[config.mk]
export PLATFORM = sky130hd
export DESIGN_NAME = phy_led_reset_powerdown_ctrl
export DESIGN_NICKNAME = d
export VERILOG_FILES = /design/src/rtl/phy_misc_pkg.sv /design/src/rtl/lamp_blinker.sv /design/src/rtl/test_reset_ctrl.sv /design/src/rtl/phy_led_reset_powerdown_ctrl.sv
export SDC_FILE = /design/constraint.sdc
export NUM_CORES = 1
export LEC_CHECK = 0
export ABC_AREA = 1
export BUFFER_PORTS_ARGS = -buffer_cell sky130_fd_sc_hd__buf_4
export CAP_MARGIN = 20
export CELL_PAD_IN_SITES_DETAIL_PLACEMENT = 2
export CELL_PAD_IN_SITES_GLOBAL_PLACEMENT = 2
export CORE_MARGIN = 3
export CORE_UTILIZATION = 29
export CTS_CLUSTER_DIAMETER = 100
export DETAILED_ROUTE_END_ITERATION = 10
export HOLD_SLACK_MARGIN = 0.06
export PLACE_DENSITY = 0.87
export SYNTH_ARGS = -nofsm -noshare
export SYNTH_HDL_FRONTEND = slang
export SYNTH_HIERARCHICAL = 1
export SYNTH_SLANG_ARGS = --single-unit
export TNS_END_PERCENT = 100
[constraint.sdc]
create_clock -name ref_clk_i -period 1.8 [get_ports ref_clk_i]
set_clock_uncertainty 0.05 [all_clocks]
set_input_delay 0 -clock ref_clk_i [delete_from_list [all_inputs] [get_ports ref_clk_i]]
set_output_delay 0 -clock ref_clk_i [all_outputs]
set_load 0.1 [all_outputs]
[src/rtl/phy_misc_pkg.sv]
// shared constants, field layouts and types of the lamp, reset and power-down block
package phy_misc_pkg;
    // clocking and derived counts
    localparam int CLK_HZ         = 100_000_000;
    localparam int CLK_PERIOD_NS  = 10;
    localparam int MII_REF_HZ     = 25_000_000;
    localparam int RMII_REF_HZ    = 50_000_000;
    localparam int MII_HALF_CYC   = CLK_HZ / (2 * MII_REF_HZ);
    localparam int RMII_HALF_CYC  = CLK_HZ / (2 * RMII_REF_HZ);
    localparam int RESET_MIN_NS   = 1000;
    localparam int RESET_MIN_CYC  = (RESET_MIN_NS + CLK_PERIOD_NS - 1) / CLK_PERIOD_NS;
    localparam int INIT_CYC       = RESET_MIN_CYC;
    localparam int BLINK_HALF_MS  = 50;
    localparam int BLINK_HALF_CYC = BLINK_HALF_MS * (CLK_HZ / 1000);
    // register byte offsets
    localparam logic [7:0] OFF_CTRL = 8'h00;
    localparam logic [7:0] OFF_STAT = 8'h04;
    localparam logic [7:0] OFF_EVT  = 8'h08;
    localparam logic [7:0] OFF_MASK = 8'h0C;
    // control fields
    localparam int CTRL_MODE_LSB  = 0;
    localparam int CTRL_DUP_BIT   = 2;
    localparam int CTRL_IRQFN_BIT = 3;
    localparam int CTRL_IRQEN_BIT = 4;
    // status fields
    localparam int STAT_LINK_BIT  = 0;
    localparam int STAT_SPEED_BIT = 1;
    localparam int STAT_DUP_BIT   = 2;
    localparam int STAT_RMII_BIT  = 3;
    localparam int STAT_AN0_BIT   = 4;
    localparam int STAT_AN1_BIT   = 5;
    localparam int STAT_ANEN_BIT  = 6;
    localparam int STAT_PD_BIT    = 7;
    // event fields
    localparam int EVT_W         = 4;
    localparam int EVT_LINK_BIT  = 0;
    localparam int EVT_SPEED_BIT = 1;
    localparam int EVT_COL_BIT   = 2;
    localparam int EVT_DUP_BIT   = 3;
    localparam logic LAMP_ON     = 1'b1;

    typedef enum logic [1:0] {
        MODE_RSVD = 2'b00,
        MODE_1    = 2'b01,
        MODE_2    = 2'b10,
        MODE_3    = 2'b11
    } lamp_mode_e;

    typedef enum logic [1:0] {
        PH_STRAP = 2'b00,
        PH_INIT  = 2'b01,
        PH_RUN   = 2'b10
    } phase_e;

    typedef struct packed {
        logic link;
        logic rate;
        logic act;
    } lamp_s;

    typedef struct packed {
        logic an_en;
        logic an1;
        logic an0;
        logic rmii;
    } strap_s;

    typedef struct packed {
        lamp_mode_e       mode;
        logic             dup_sel;
        logic             irq_fn;
        logic             irq_en;
        logic [EVT_W-1:0] evt;
        logic [EVT_W-1:0] mask;
        strap_s           strap;
        phase_e           phase;
        logic [15:0]      init_cnt;
        logic [1:0]       div_cnt;
        logic             clk_out;
        lamp_s            lamp;
        logic             lamp_oe;
        logic             power_down;
        logic             resp;
        logic [31:0]      rdata;
        logic             link_d;
        logic             speed_d;
        logic             dup_d;
    } state_s;

    localparam state_s STATE_RST = '{mode: MODE_1, dup_sel: 1'b0, irq_fn: 1'b0, irq_en: 1'b0,
        evt: 4'h0, mask: 4'h0, strap: 4'h0, phase: PH_STRAP, init_cnt: 16'h0000,
        div_cnt: 2'h0, clk_out: 1'b0, lamp: 3'h0, lamp_oe: 1'b0, power_down: 1'b0,
        resp: 1'b0, rdata: 32'h00000000, link_d: 1'b0, speed_d: 1'b0, dup_d: 1'b0};
endpackage

[src/rtl/lamp_blinker.sv]
// free-running blink phase generator for the link lamp
`timescale 1ns/1ps
module lamp_blinker #(
    parameter int HALF_CYC = 5_000_000
) (
    input  logic ref_clk_i,  // system clock
    input  logic rst_n_i,    // synchronous reset, active low
    output logic phase_o     // blink phase, toggles every half period
);
    typedef struct packed {
        logic [31:0] cnt;
        logic        phase;
    } blink_s;

    blink_s st_r;
    blink_s st_nxt;

    // count one half period, then flip the phase
    always_comb begin
        st_nxt = st_r;
        if (st_r.cnt == 32'(HALF_CYC - 1)) begin
            st_nxt.cnt   = 32'h00000000;
            st_nxt.phase = ~st_r.phase;
        end else begin
            st_nxt.cnt = st_r.cnt + 32'h00000001;
        end
    end

    // state register
    always_ff @(posedge ref_clk_i) begin
        if (!rst_n_i) begin
            st_r <= '0;
        end else begin
            st_r <= st_nxt;
        end
    end

    assign phase_o = st_r.phase;
endmodule

[src/rtl/test_reset_ctrl.sv]
// asynchronous test-logic reset with synchronised release
`timescale 1ns/1ps
module test_reset_ctrl (
    input  logic ref_clk_i,         // system clock
    input  logic test_rst_n_i,      // test reset, active low, asynchronous
    output logic test_logic_reset_o // test access logic held in reset
);
    logic hold1_r;
    logic hold2_r;

    // assert at once without any clock, release two edges later
    always_ff @(posedge ref_clk_i or negedge test_rst_n_i) begin
        if (!test_rst_n_i) begin
            hold1_r <= 1'b1;
            hold2_r <= 1'b1;
        end else begin
            hold1_r <= 1'b0;
            hold2_r <= hold1_r;
        end
    end

    assign test_logic_reset_o = hold2_r;
endmodule

[src/rtl/phy_led_reset_powerdown_ctrl.sv]
// reference clock out, status lamps, reset/strap handling and power-down/irq pin
//
// The implementer's own choices: the register offsets and the Avalon-MM interface to the registers.
`timescale 1ns/1ps

module phy_led_reset_powerdown_ctrl #(
    parameter int BLINK_HALF_CYC = phy_misc_pkg::BLINK_HALF_CYC
) (
    input  logic                 ref_clk_i,          // 100 MHz system clock
    input  logic                 rst_n_i,            // hardware reset, active low
    input  logic                 test_rst_n_i,       // test reset, active low, async
    output logic                 test_logic_reset_o, // test logic held in reset
    // avalon-mm slave
    input  logic [7:0]           address_i,          // byte address
    input  logic                 read_i,             // read request
    input  logic                 write_i,            // write request
    input  logic [31:0]          writedata_i,        // write data
    input  logic [3:0]           byteenable_i,       // byte lanes
    output logic [31:0]          readdata_o,         // read data
    output logic                 waitrequest_o,      // stall
    output logic                 irq_o,              // level interrupt
    // line status from the transceiver core
    input  logic                 link_good_i,        // link up
    input  logic                 speed100_i,         // 100 Mb/s
    input  logic                 full_duplex_i,      // full duplex
    input  logic                 tx_active_i,        // transmit activity
    input  logic                 rx_active_i,        // receive activity
    input  logic                 collision_i,        // collision seen
    input  logic                 rmii_strap_i,       // interface strap level
    // pins
    output logic                 ref_clk_out_o,      // reference clock out
    input  phy_misc_pkg::lamp_s  lamp_pin_i,         // lamp pin levels (straps)
    output phy_misc_pkg::lamp_s  lamp_pin_o,         // lamp drive
    output phy_misc_pkg::lamp_s  lamp_pin_oe_o,      // lamp output enables
    input  logic                 sleep_pin_i,        // shared pin level
    output logic                 sleep_pin_o,        // shared pin drive
    output logic                 sleep_pin_oe_o,     // shared pin pull-down enable
    // results
    output phy_misc_pkg::strap_s strap_cfg_o,        // latched straps
    output logic                 power_down_o,       // power-down mode
    output logic                 ready_o             // initialisation done
);
    import phy_misc_pkg::*;

    localparam int INIT_LEN = INIT_CYC;

    state_s st_r;
    state_s st_nxt;
    logic   blink_phase;
    logic   bus_req;
    logic   wr_take;
    logic   act_any;

    // blink phase source
    lamp_blinker #(
        .HALF_CYC (BLINK_HALF_CYC)
    ) u_blink (
        .ref_clk_i (ref_clk_i),
        .rst_n_i   (rst_n_i),
        .phase_o   (blink_phase)
    );

    // test access reset
    test_reset_ctrl u_test_rst (
        .ref_clk_i          (ref_clk_i),
        .test_rst_n_i       (test_rst_n_i),
        .test_logic_reset_o (test_logic_reset_o)
    );

    // register read mux, unmapped words read as zero
    function automatic logic [31:0] reg_read(input state_s s, input logic [7:0] addr,
                                             input logic lk, input logic sp, input logic dp);
        logic [31:0] v;
        v = 32'h00000000;
        case (addr)
            OFF_CTRL: begin
                v[CTRL_MODE_LSB +: 2] = s.mode;
                v[CTRL_DUP_BIT]       = s.dup_sel;
                v[CTRL_IRQFN_BIT]     = s.irq_fn;
                v[CTRL_IRQEN_BIT]     = s.irq_en;
            end
            OFF_STAT: begin
                v[STAT_LINK_BIT]  = lk;
                v[STAT_SPEED_BIT] = sp;
                v[STAT_DUP_BIT]   = dp;
                v[STAT_RMII_BIT]  = s.strap.rmii;
                v[STAT_AN0_BIT]   = s.strap.an0;
                v[STAT_AN1_BIT]   = s.strap.an1;
                v[STAT_ANEN_BIT]  = s.strap.an_en;
                v[STAT_PD_BIT]    = s.power_down;
            end
            OFF_EVT:  v[EVT_W-1:0] = s.evt;
            OFF_MASK: v[EVT_W-1:0] = s.mask;
            default:  v = 32'h00000000;
        endcase
        return v;
    endfunction

    // bus handshake: one wait cycle, write lands when waitrequest is low
    assign bus_req = read_i | write_i;
    assign wr_take = write_i & st_r.resp;
    assign act_any = tx_active_i | rx_active_i;

    // next-state logic
    always_comb begin
        logic [EVT_W-1:0] ev_set;
        logic [EVT_W-1:0] ev_clr;
        logic             half_hit;
        ev_set   = '0;
        ev_clr   = '0;
        half_hit = 1'b0;
        st_nxt   = st_r;

        // reset-release sequence: catch straps, then count the init period
        unique case (st_r.phase)
            PH_STRAP: begin
                st_nxt.strap.an_en = lamp_pin_i.act;
                st_nxt.strap.an1   = lamp_pin_i.rate;
                st_nxt.strap.an0   = lamp_pin_i.link;
                st_nxt.strap.rmii  = rmii_strap_i;
                st_nxt.lamp_oe     = 1'b1;
                st_nxt.phase       = PH_INIT;
            end
            PH_INIT: begin
                if (st_r.init_cnt == 16'(INIT_LEN - 1)) begin
                    st_nxt.phase = PH_RUN;
                end else begin
                    st_nxt.init_cnt = st_r.init_cnt + 16'h0001;
                end
            end
            PH_RUN: st_nxt.phase = PH_RUN;
            default: st_nxt.phase = PH_STRAP;
        endcase

        // reference clock divider, rate chosen by the interface strap
        if (st_r.strap.rmii) begin
            half_hit = (st_r.div_cnt >= 2'(RMII_HALF_CYC - 1));
        end else begin
            half_hit = (st_r.div_cnt >= 2'(MII_HALF_CYC - 1));
        end
        if (st_r.phase == PH_RUN && half_hit) begin
            st_nxt.div_cnt = 2'h0;
            st_nxt.clk_out = ~st_r.clk_out;
        end else if (st_r.phase == PH_RUN) begin
            st_nxt.div_cnt = st_r.div_cnt + 2'h1;
        end

        // lamps
        st_nxt.lamp.rate = speed100_i ? LAMP_ON : ~LAMP_ON;
        unique case (st_r.mode)
            MODE_2, MODE_3: begin
                st_nxt.lamp.link = (link_good_i && !(act_any && blink_phase)) ?
                                   LAMP_ON : ~LAMP_ON;
                if (st_r.mode == MODE_3 && st_r.dup_sel) begin
                    st_nxt.lamp.act = full_duplex_i ? LAMP_ON : ~LAMP_ON;
                end else begin
                    st_nxt.lamp.act = collision_i ? LAMP_ON : ~LAMP_ON;
                end
            end
            default: begin
                st_nxt.lamp.link = link_good_i ? LAMP_ON : ~LAMP_ON;
                st_nxt.lamp.act  = act_any ? LAMP_ON : ~LAMP_ON;
            end
        endcase

        // power-down request from the shared pin while it is an input
        st_nxt.power_down = (st_r.phase == PH_RUN) && !st_r.irq_fn && !sleep_pin_i;

        // line events
        st_nxt.link_d  = link_good_i;
        st_nxt.speed_d = speed100_i;
        st_nxt.dup_d   = full_duplex_i;
        if (st_r.phase == PH_RUN) begin
            ev_set[EVT_LINK_BIT]  = link_good_i ^ st_r.link_d;
            ev_set[EVT_SPEED_BIT] = speed100_i ^ st_r.speed_d;
            ev_set[EVT_COL_BIT]   = collision_i;
            ev_set[EVT_DUP_BIT]   = full_duplex_i ^ st_r.dup_d;
        end

        // bus answer: data captured one edge after the request is seen
        if (bus_req && !st_r.resp && st_r.phase == PH_RUN) begin
            st_nxt.resp  = 1'b1;
            st_nxt.rdata = read_i ? reg_read(st_r, address_i, link_good_i, speed100_i,
                                             full_duplex_i) : 32'h00000000;
        end else begin
            st_nxt.resp = 1'b0;
        end

        // register writes
        if (wr_take && byteenable_i[0]) begin
            unique case (address_i)
                OFF_CTRL: begin
                    st_nxt.mode    = lamp_mode_e'(writedata_i[CTRL_MODE_LSB +: 2]);
                    st_nxt.dup_sel = writedata_i[CTRL_DUP_BIT];
                    st_nxt.irq_fn  = writedata_i[CTRL_IRQFN_BIT];
                    st_nxt.irq_en  = writedata_i[CTRL_IRQEN_BIT];
                end
                OFF_EVT:  ev_clr = writedata_i[EVT_W-1:0];
                OFF_MASK: st_nxt.mask = writedata_i[EVT_W-1:0];
                default:  ev_clr = '0;
            endcase
        end

        // sticky events, a new event wins over a clear
        st_nxt.evt = (st_r.evt & ~ev_clr) | ev_set;
    end

    // state register; every field takes its default on reset
    always_ff @(posedge ref_clk_i) begin
        if (!rst_n_i) begin
            st_r <= STATE_RST;
        end else begin
            st_r <= st_nxt;
        end
    end

    // outputs
    assign readdata_o     = st_r.rdata;
    assign waitrequest_o  = bus_req & ~st_r.resp;
    assign irq_o          = |(st_r.evt & st_r.mask);
    assign ref_clk_out_o  = st_r.clk_out;
    assign lamp_pin_o     = st_r.lamp;
    assign lamp_pin_oe_o  = {3{st_r.lamp_oe}};
    assign strap_cfg_o    = st_r.strap;
    assign power_down_o   = st_r.power_down;
    assign ready_o        = (st_r.phase == PH_RUN);
    // open drain: only ever drive low, enable while an irq is pending with irq_fn and irq_en both set
    assign sleep_pin_o    = 1'b0;
    assign sleep_pin_oe_o = st_r.irq_fn & st_r.irq_en & irq_o;

    // cycles since reset release, for the init-length check
    logic [15:0] rel_cnt_r;
    always_ff @(posedge ref_clk_i) begin
        if (!rst_n_i) begin
            rel_cnt_r <= 16'h0000;
        end else if (!ready_o) begin
            rel_cnt_r <= rel_cnt_r + 16'h0001;
        end
    end
endmodule

==> metrics.txt, run 1 <==
R2R setup slack 0.11 ns; Post-synth EDFFs 0; via count 4,744; Net count, final between 800 and 900; Critical Path Sink Type flop; GRT Total Usage 18.3%; DRT Pass-1 Iters 4; synthesis-to-finish area growth 21.8%; Iteration-0 DRC Markers 172; DRC 0; Core ar. 16,200 sq um; total clock sinks around 90; maximum clock path buffer count 2; crit-path cells nand3_2 > buf_4 > nor3_1 > o22ai_1 > dlygate4sd3_1; htree depth 3; async set-reset flop share out of synthesis 2.25%; sequential share of the synthesized area between 30% and 40%; synth top area cells dfxtp_1 36%, nand2_1 15%, nor2_1 10%; status finished clean; share of layout cells above drive strength 1 15.9%; root buffer cell clkbuf_16; slowest stage cell, crit path dlygate4sd3_1; fin area between 5000 and 6000 sq um; Post-DRT Antenna Nets 0; number of I/O pins 110; initial antenna violation count 0; vias per cell 4.66; placer congestion estimate 0.821; Synth cell types 37; startpoint types flop; Slew Limit Fails 0; CP max stage delay 0.56 ns; GR Overflow Total 0; DP Wirelength 11,500 microns; Fin. Hold Viols 0; PortBufs 54; post-layout util 36.6%; die width 135 microns; Clk Latency, worst-skew pair 0.36 ns; setup bufs post-CTS 0; CTS tree yes; area leader, netlist dfxtp_1; Mapped Area 4860 sq um; minimum clock period 1.69 ns; Synth Flop Type dfxtp_1; Starting Density 30.1%; Synth Instances 726; Synth Register Bits 89; die area 18,400 sq um; maximum clock frequency 0.593 GHz; worst min path class input pin to flop; Critical Path Fanout Max 5; clock-pin slew on the worst setup and hold paths approximately 0.08 ns; Avg Cell Area, Syn 6.70 sq um; area share of the largest cell type after synthesis 35.8%; largest net degree at the start of global routing 23; kind of critical path flop to flop; most common cell after layout, fill and taps aside nand2_1; Finish-stage setup viols 0; Pwr Total 5920 uW; Worst EP required 1.99 ns; period utilization roughly 94%; die span in y 135 microns; first-pass GRT wire length 26,600 microns; Max Cap Viol 0; dpl cell area 5360 sq um; most frequent cells in the layout 186 x nand2_1, 134 x nor2_1, 84 x dfxtp_1; number of global-route vias before repair 5,291; WL per Instance approximately 16 microns; Min Hold Slack 0.0932 ns; Cell Pwr Density around 1000 nW/um^2; Leak 0.00239 uW; Yosys warnings 6; number of antenna diodes 0; # rows 46; Max VDD drop 0.762 mV; Num CTS Buffers 9; Routed WL 16,400 microns; crit path DAT 1.88 ns
[synthesized netlist by cell type, types with 2 or more instances]
cell type,instances
nand2_1,188
nor2_1,136
dfxtp_1,87
inv_1,71
nand3_1,45
buf_4,43
a21oi_1,33
o21ai_0,22
nor2_2,10
xor2_1,10
xnor2_1,8
ha_1,7
a211oi_1,6
buf_6,5
nand2_2,5
nor2_4,5
nor3_1,5
clkbuf_1,4
inv_2,4
o21ai_1,3
o22ai_1,3
a22o_1,2
and2_1,2
buf_2,2
conb_1,2
dfstp_2,2
nand2_4,2
nand3_2,2
nand4_1,2
nor3_2,2
or2_2,2
[through the flow]
stage,setup TNS (ns),worst slack (ns),cells
4_1_cts,0,0.0760,1019
3_5_place_dp,0,0.148,980
3_3_place_gp,0,0.218,980
2_1_floorplan,0,0.0549,750
5_1_grt,-0.00891,-0.00891,1019
6_report,0,0.113,1019
[final cells by class]
type | count | area (sq um)
Inverter | 76 | 288
Clock buffer | 10 | 229
Timing Repair Buffer | 91 | 757
Fill cell | 1963 | 10200
Sequential cell | 89 | 1800
Multi-Input combinational cell | 531 | 2510
Tap cell | 216 | 270
Clock inverter | 6 | 76.3
[critical path: cells and delay by family, from the launching register on]
family | cells | cell delay, ns
flip-flops | 1 | 0.37
AO/OA/AOI/OAI | 1 | 0.10
buffers and inverters | 2 | 0.74
AND/OR/NAND/NOR | 2 | 0.30
[power by group]
part | switching [uW] | internal, uW
Sequential | 113 | 2100
Clock | 898 | 1100
Combinational | 1320 | 390
[final timing paths]
path / from / to / depth (start not counted)
worst max-delay path: st_r[35]$_SDFF_PN0_ / st_r[72]$_SDFF_PN0_ / 5
worst min-delay path: byteenable_i[0] / st_r[76]$_SDFFE_PN0P_ / 5
worst max register to register: st_r[35]$_SDFF_PN0_ / st_r[72]$_SDFF_PN0_ / 5
worst min register to register: u_test_rst/hold1_r$_DFF_PN1_ / u_test_rst/test_logic_reset_o$_DFF_PN1_ / 0
max in group asynchronous: test_rst_n_i / u_test_rst/hold1_r$_DFF_PN1_ / 3
min in group asynchronous: test_rst_n_i / u_test_rst/test_logic_reset_o$_DFF_PN1_ / 3
[registers in the layout, indices dropped and copies added (netlist names)]
register	cells
lamp_pin_o	3
lamp_pin_oe_o	1
st_r	36
ref_clk_out_o	1
strap_cfg_o	4
readdata_o	8
power_down_o	1
u_blink/phase_o	1
u_blink/st_r	32
u_test_rst/hold1_r	1
u_test_rst/test_logic_reset_o	1
[cells by family after synthesis]
group / after synthesis / synth area share (%)
simple gates: 407 / 35.5
buf+inv: 130 / 14.2
fa+ha+maj: 7 / 1.80
compound gates: 73 / 8.26
xor+xnor: 18 / 3.24
other cells: 2 / 0.154
flops: 89 / 36.9
[routing by layer]
layer  vias up  wire length [microns]  global-route usage, %
li1       2334                      -                      -
met1      2293                   6980                   20.6
met2        97                   8440                   34.3
met3        20                    665                   4.01
met4         0                    299                   5.49
met5         -                      0                      0
[repair_timing]
item | CTS | global route
resized for setup | 0 | 11
hold endpoints to repair | 36 | 0
hold buffers | 23 | 0
endpoints found under the setup margin | 0 | 35
Note: power is estimated with default switching activity, not from simulation.
==> run 2: changes to the inputs <==
==> constraint.sdc (replaced) <==
create_clock -name ref_clk_i -period 1.8 [get_ports ref_clk_i]
set_clock_uncertainty 0.05 [all_clocks]
set_input_delay 0.36 -clock ref_clk_i [delete_from_list [all_inputs] [get_ports ref_clk_i]]
set_output_delay 0.36 -clock ref_clk_i [all_outputs]
set_load 0.1 [all_outputs]
==> run 2 against run 1 <==
  * Final cell count down 2.2%
  * Count of clock-buffer cells in the layout down 1
  * Die area unchanged
==> metrics.txt, run 2 (same netlist as run 1, synthesis figures left out) <==
first-pass GRT wire length 24,900 microns (-6.6%); maximum clock path buffer count 2 (unchanged); total clock sinks 89 (unchanged); Biggest register st_r; WL per Instance 15.5 microns (-3.8%); Cell Pwr Density 1010 nW/um^2 (+1.3%); Most Crowded Layer GR met2; met3 Use GR 3.45% (-0.56 points); die width 135 microns (unchanged); Final WS setup 0.0507 ns (-0.0625 ns); initial antenna violation count 0 (unchanged); root buffer cell clkbuf_16; status finished clean; Num CTS Buffers 9 (unchanged); die area 18,400 sq um (unchanged); Core ar. 16,200 sq um (unchanged); kind of critical path flop to output port; Finish-stage setup viols 0 (unchanged); pre-CTS setup slack 0.0772 ns (-0.0711 ns); Psw 2370 uW (+1.7%); CTS tree yes; Iteration-0 DRC Markers 182 (+5.8%); placer congestion estimate 0.789 (-3.9%); Routed WL 15,400 microns (-5.9%); number of antenna diodes 0 (unchanged); most frequent cells in the layout 188 x nand2_1, 131 x nor2_1, 87 x dfxtp_1; vias per cell 4.67 (+0.29%); largest net degree at the start of global routing 20 (-13%); Clk Latency, worst-skew pair 0.36 ns (about the same); Seq pwr share 38.2% (+0.8 points); Post-DRT Antenna Nets 0 (unchanged); max FFs per register 36 (unchanged); Non-Filler Instances 997 (-2.2%); Max VDD drop 0.616 mV (-19%); share of layout cells above drive strength 1 16.5% (+0.58 points); worst min path class input pin to flop; setup bufs post-CTS 0 (unchanged); Max Cap Viol 0 (unchanged); DP Wirelength 11,900 microns (+3.0%); startpoint types flop; htree depth 3 (unchanged); DRC 0 (unchanged); Fin. Hold Viols 0 (unchanged); die span in y 135 microns (unchanged); Logic pwr share 28.8% (about the same); Net count, final 843 (-2.5%); Fill cells 1,975 (+0.61%); P_int 3450 uW (-3.9%); GR Overflow Total 0 (unchanged); Leak 0.00229 uW (-3.9%); dpl cell area 5390 sq um (+0.47%); area taken by multi-input logic gates 2520 sq um (+0.60%); number of global-route vias before repair 5,029 (-5.0%); clock-pin slew on the worst setup and hold paths 0.07 ns (about the same); # rows 46 (unchanged); switch share 40.7% (+1.4 points); Critical Path Fanout Max 3 (-2); PortBufs 54 (unchanged); Starting Density 30.1% (unchanged); via count 4,655 (-1.9%); Critical Path Sink Type output port; Pwr Total 5820 uW (-1.7%); Reg area 1790 sq um (-0.21%); GR Util met2 31.6% (-2.7 points); Clock power frac 32.9% (-0.8 points); DRT Pass-1 Iters 4 (unchanged); crit path DAT 1.34 ns (-0.54 ns); Worst EP required 1.39 ns (-0.60 ns); met1 global-route usage 20.0% (-0.65 points); minimum clock period 1.75 ns (+0.0625 ns); maximum clock frequency 0.572 GHz (-3.6%); most common cell after layout, fill and taps aside nand2_1; synthesis-to-finish area growth 18.2%; dpl cells 980 (unchanged); post-layout util 35.5% (-1.1 points); fin area 5750 sq um (-3.0%); number of I/O pins 110 (unchanged); GRT Total Usage 17.1% (-1.2 points); Slew Limit Fails 0 (unchanged); period utilization 97.2% (+3.5 points)
## run 2: cell types whose count changed in the layout (fill, tap and decap cells not counted), sizes merged
| cell | change |
|---|---|
| clkinv | -2 |
| dlygate4sd3 | -22 |
| bufinv | -1 |
| inv | +2 |
| clkbuf | -1 |
| clkinvlp | +2 |
## run 2: layer usage
| metal | wire length, microns | vias to the layer above |
|---|---|---|
| met5 | 0 | - |
| met3 | 602 | 11 |
| li1 | - | 2289 |
| met4 | 192 | 0 |
| met1 | 6660 | 2276 |
| met2 | 7970 | 79 |
## run 2: layout make-up
| type | count | area share (%) |
|---|---|---|
| tap | 216 | 4.70 |
| sequential | 89 | 31.2 |
| timing repair buffer | 69 | 10.1 |
| inverter | 76 | 4.97 |
| clock buffer | 9 | 3.92 |
| multi-input combinational | 531 | 43.9 |
| clock inverter | 7 | 1.24 |
## run 2: repair_timing
item | 4_1_cts | 5_1_grt
hold buffers | 1 | 0
pin swaps | 0 | 2
endpoints found under the hold margin | 2 | 0
gates resized for setup | 5 | 11
endpoints found under the setup margin | 3 | 14
## run 2: critical path, cell delays in order (launching register included)
cell and delay (ns):
dfxtp_1 0.33, a22o_1 0.26, nor2_4 0.16, nor2_2 0.05, buf_6 0.18
## run 2: worst paths after layout
path / start / endpoint / slack (ns) / cells after the start
setup / recovery: st_r[67]$_SDFFE_PN0P_ / sleep_pin_oe_o / 0.05 / 4
hold / removal: sleep_pin_i / power_down_o$_SDFF_PN0_ / 0.12 / 2
setup reg to reg: st_r[44]$_SDFFE_PN0P_ / st_r[58]$_SDFFE_PN0P_ / 0.12 / 9
hold reg to reg: u_test_rst/hold1_r$_DFF_PN1_ / u_test_rst/test_logic_reset_o$_DFF_PN1_ / 0.31 / 0
max in group asynchronous: test_rst_n_i / u_test_rst/test_logic_reset_o$_DFF_PN1_ / 1.24 / 2
min in group asynchronous: test_rst_n_i / u_test_rst/hold1_r$_DFF_PN1_ / 0.44 / 2
## run 2: metrics by stage
stage               hold WS [ns]  setup TNS (ns)
floorplan                  0.162         -0.0125
global placement           0.252               0
detailed placement         0.254               0
CTS                        0.106               0
global route               0.104          -0.106
finish                     0.119               0
## run 2: power by group through the flow
stage,clock network (uW),registers [uW],logic [uW]
6_report,1920,2230,1680
3_5_place_dp,0,2270,1660
5_1_grt,2070,2240,1800
3_3_place_gp,0,2250,1610
2_1_floorplan,0,2280,1380
4_1_cts,1970,2220,1690
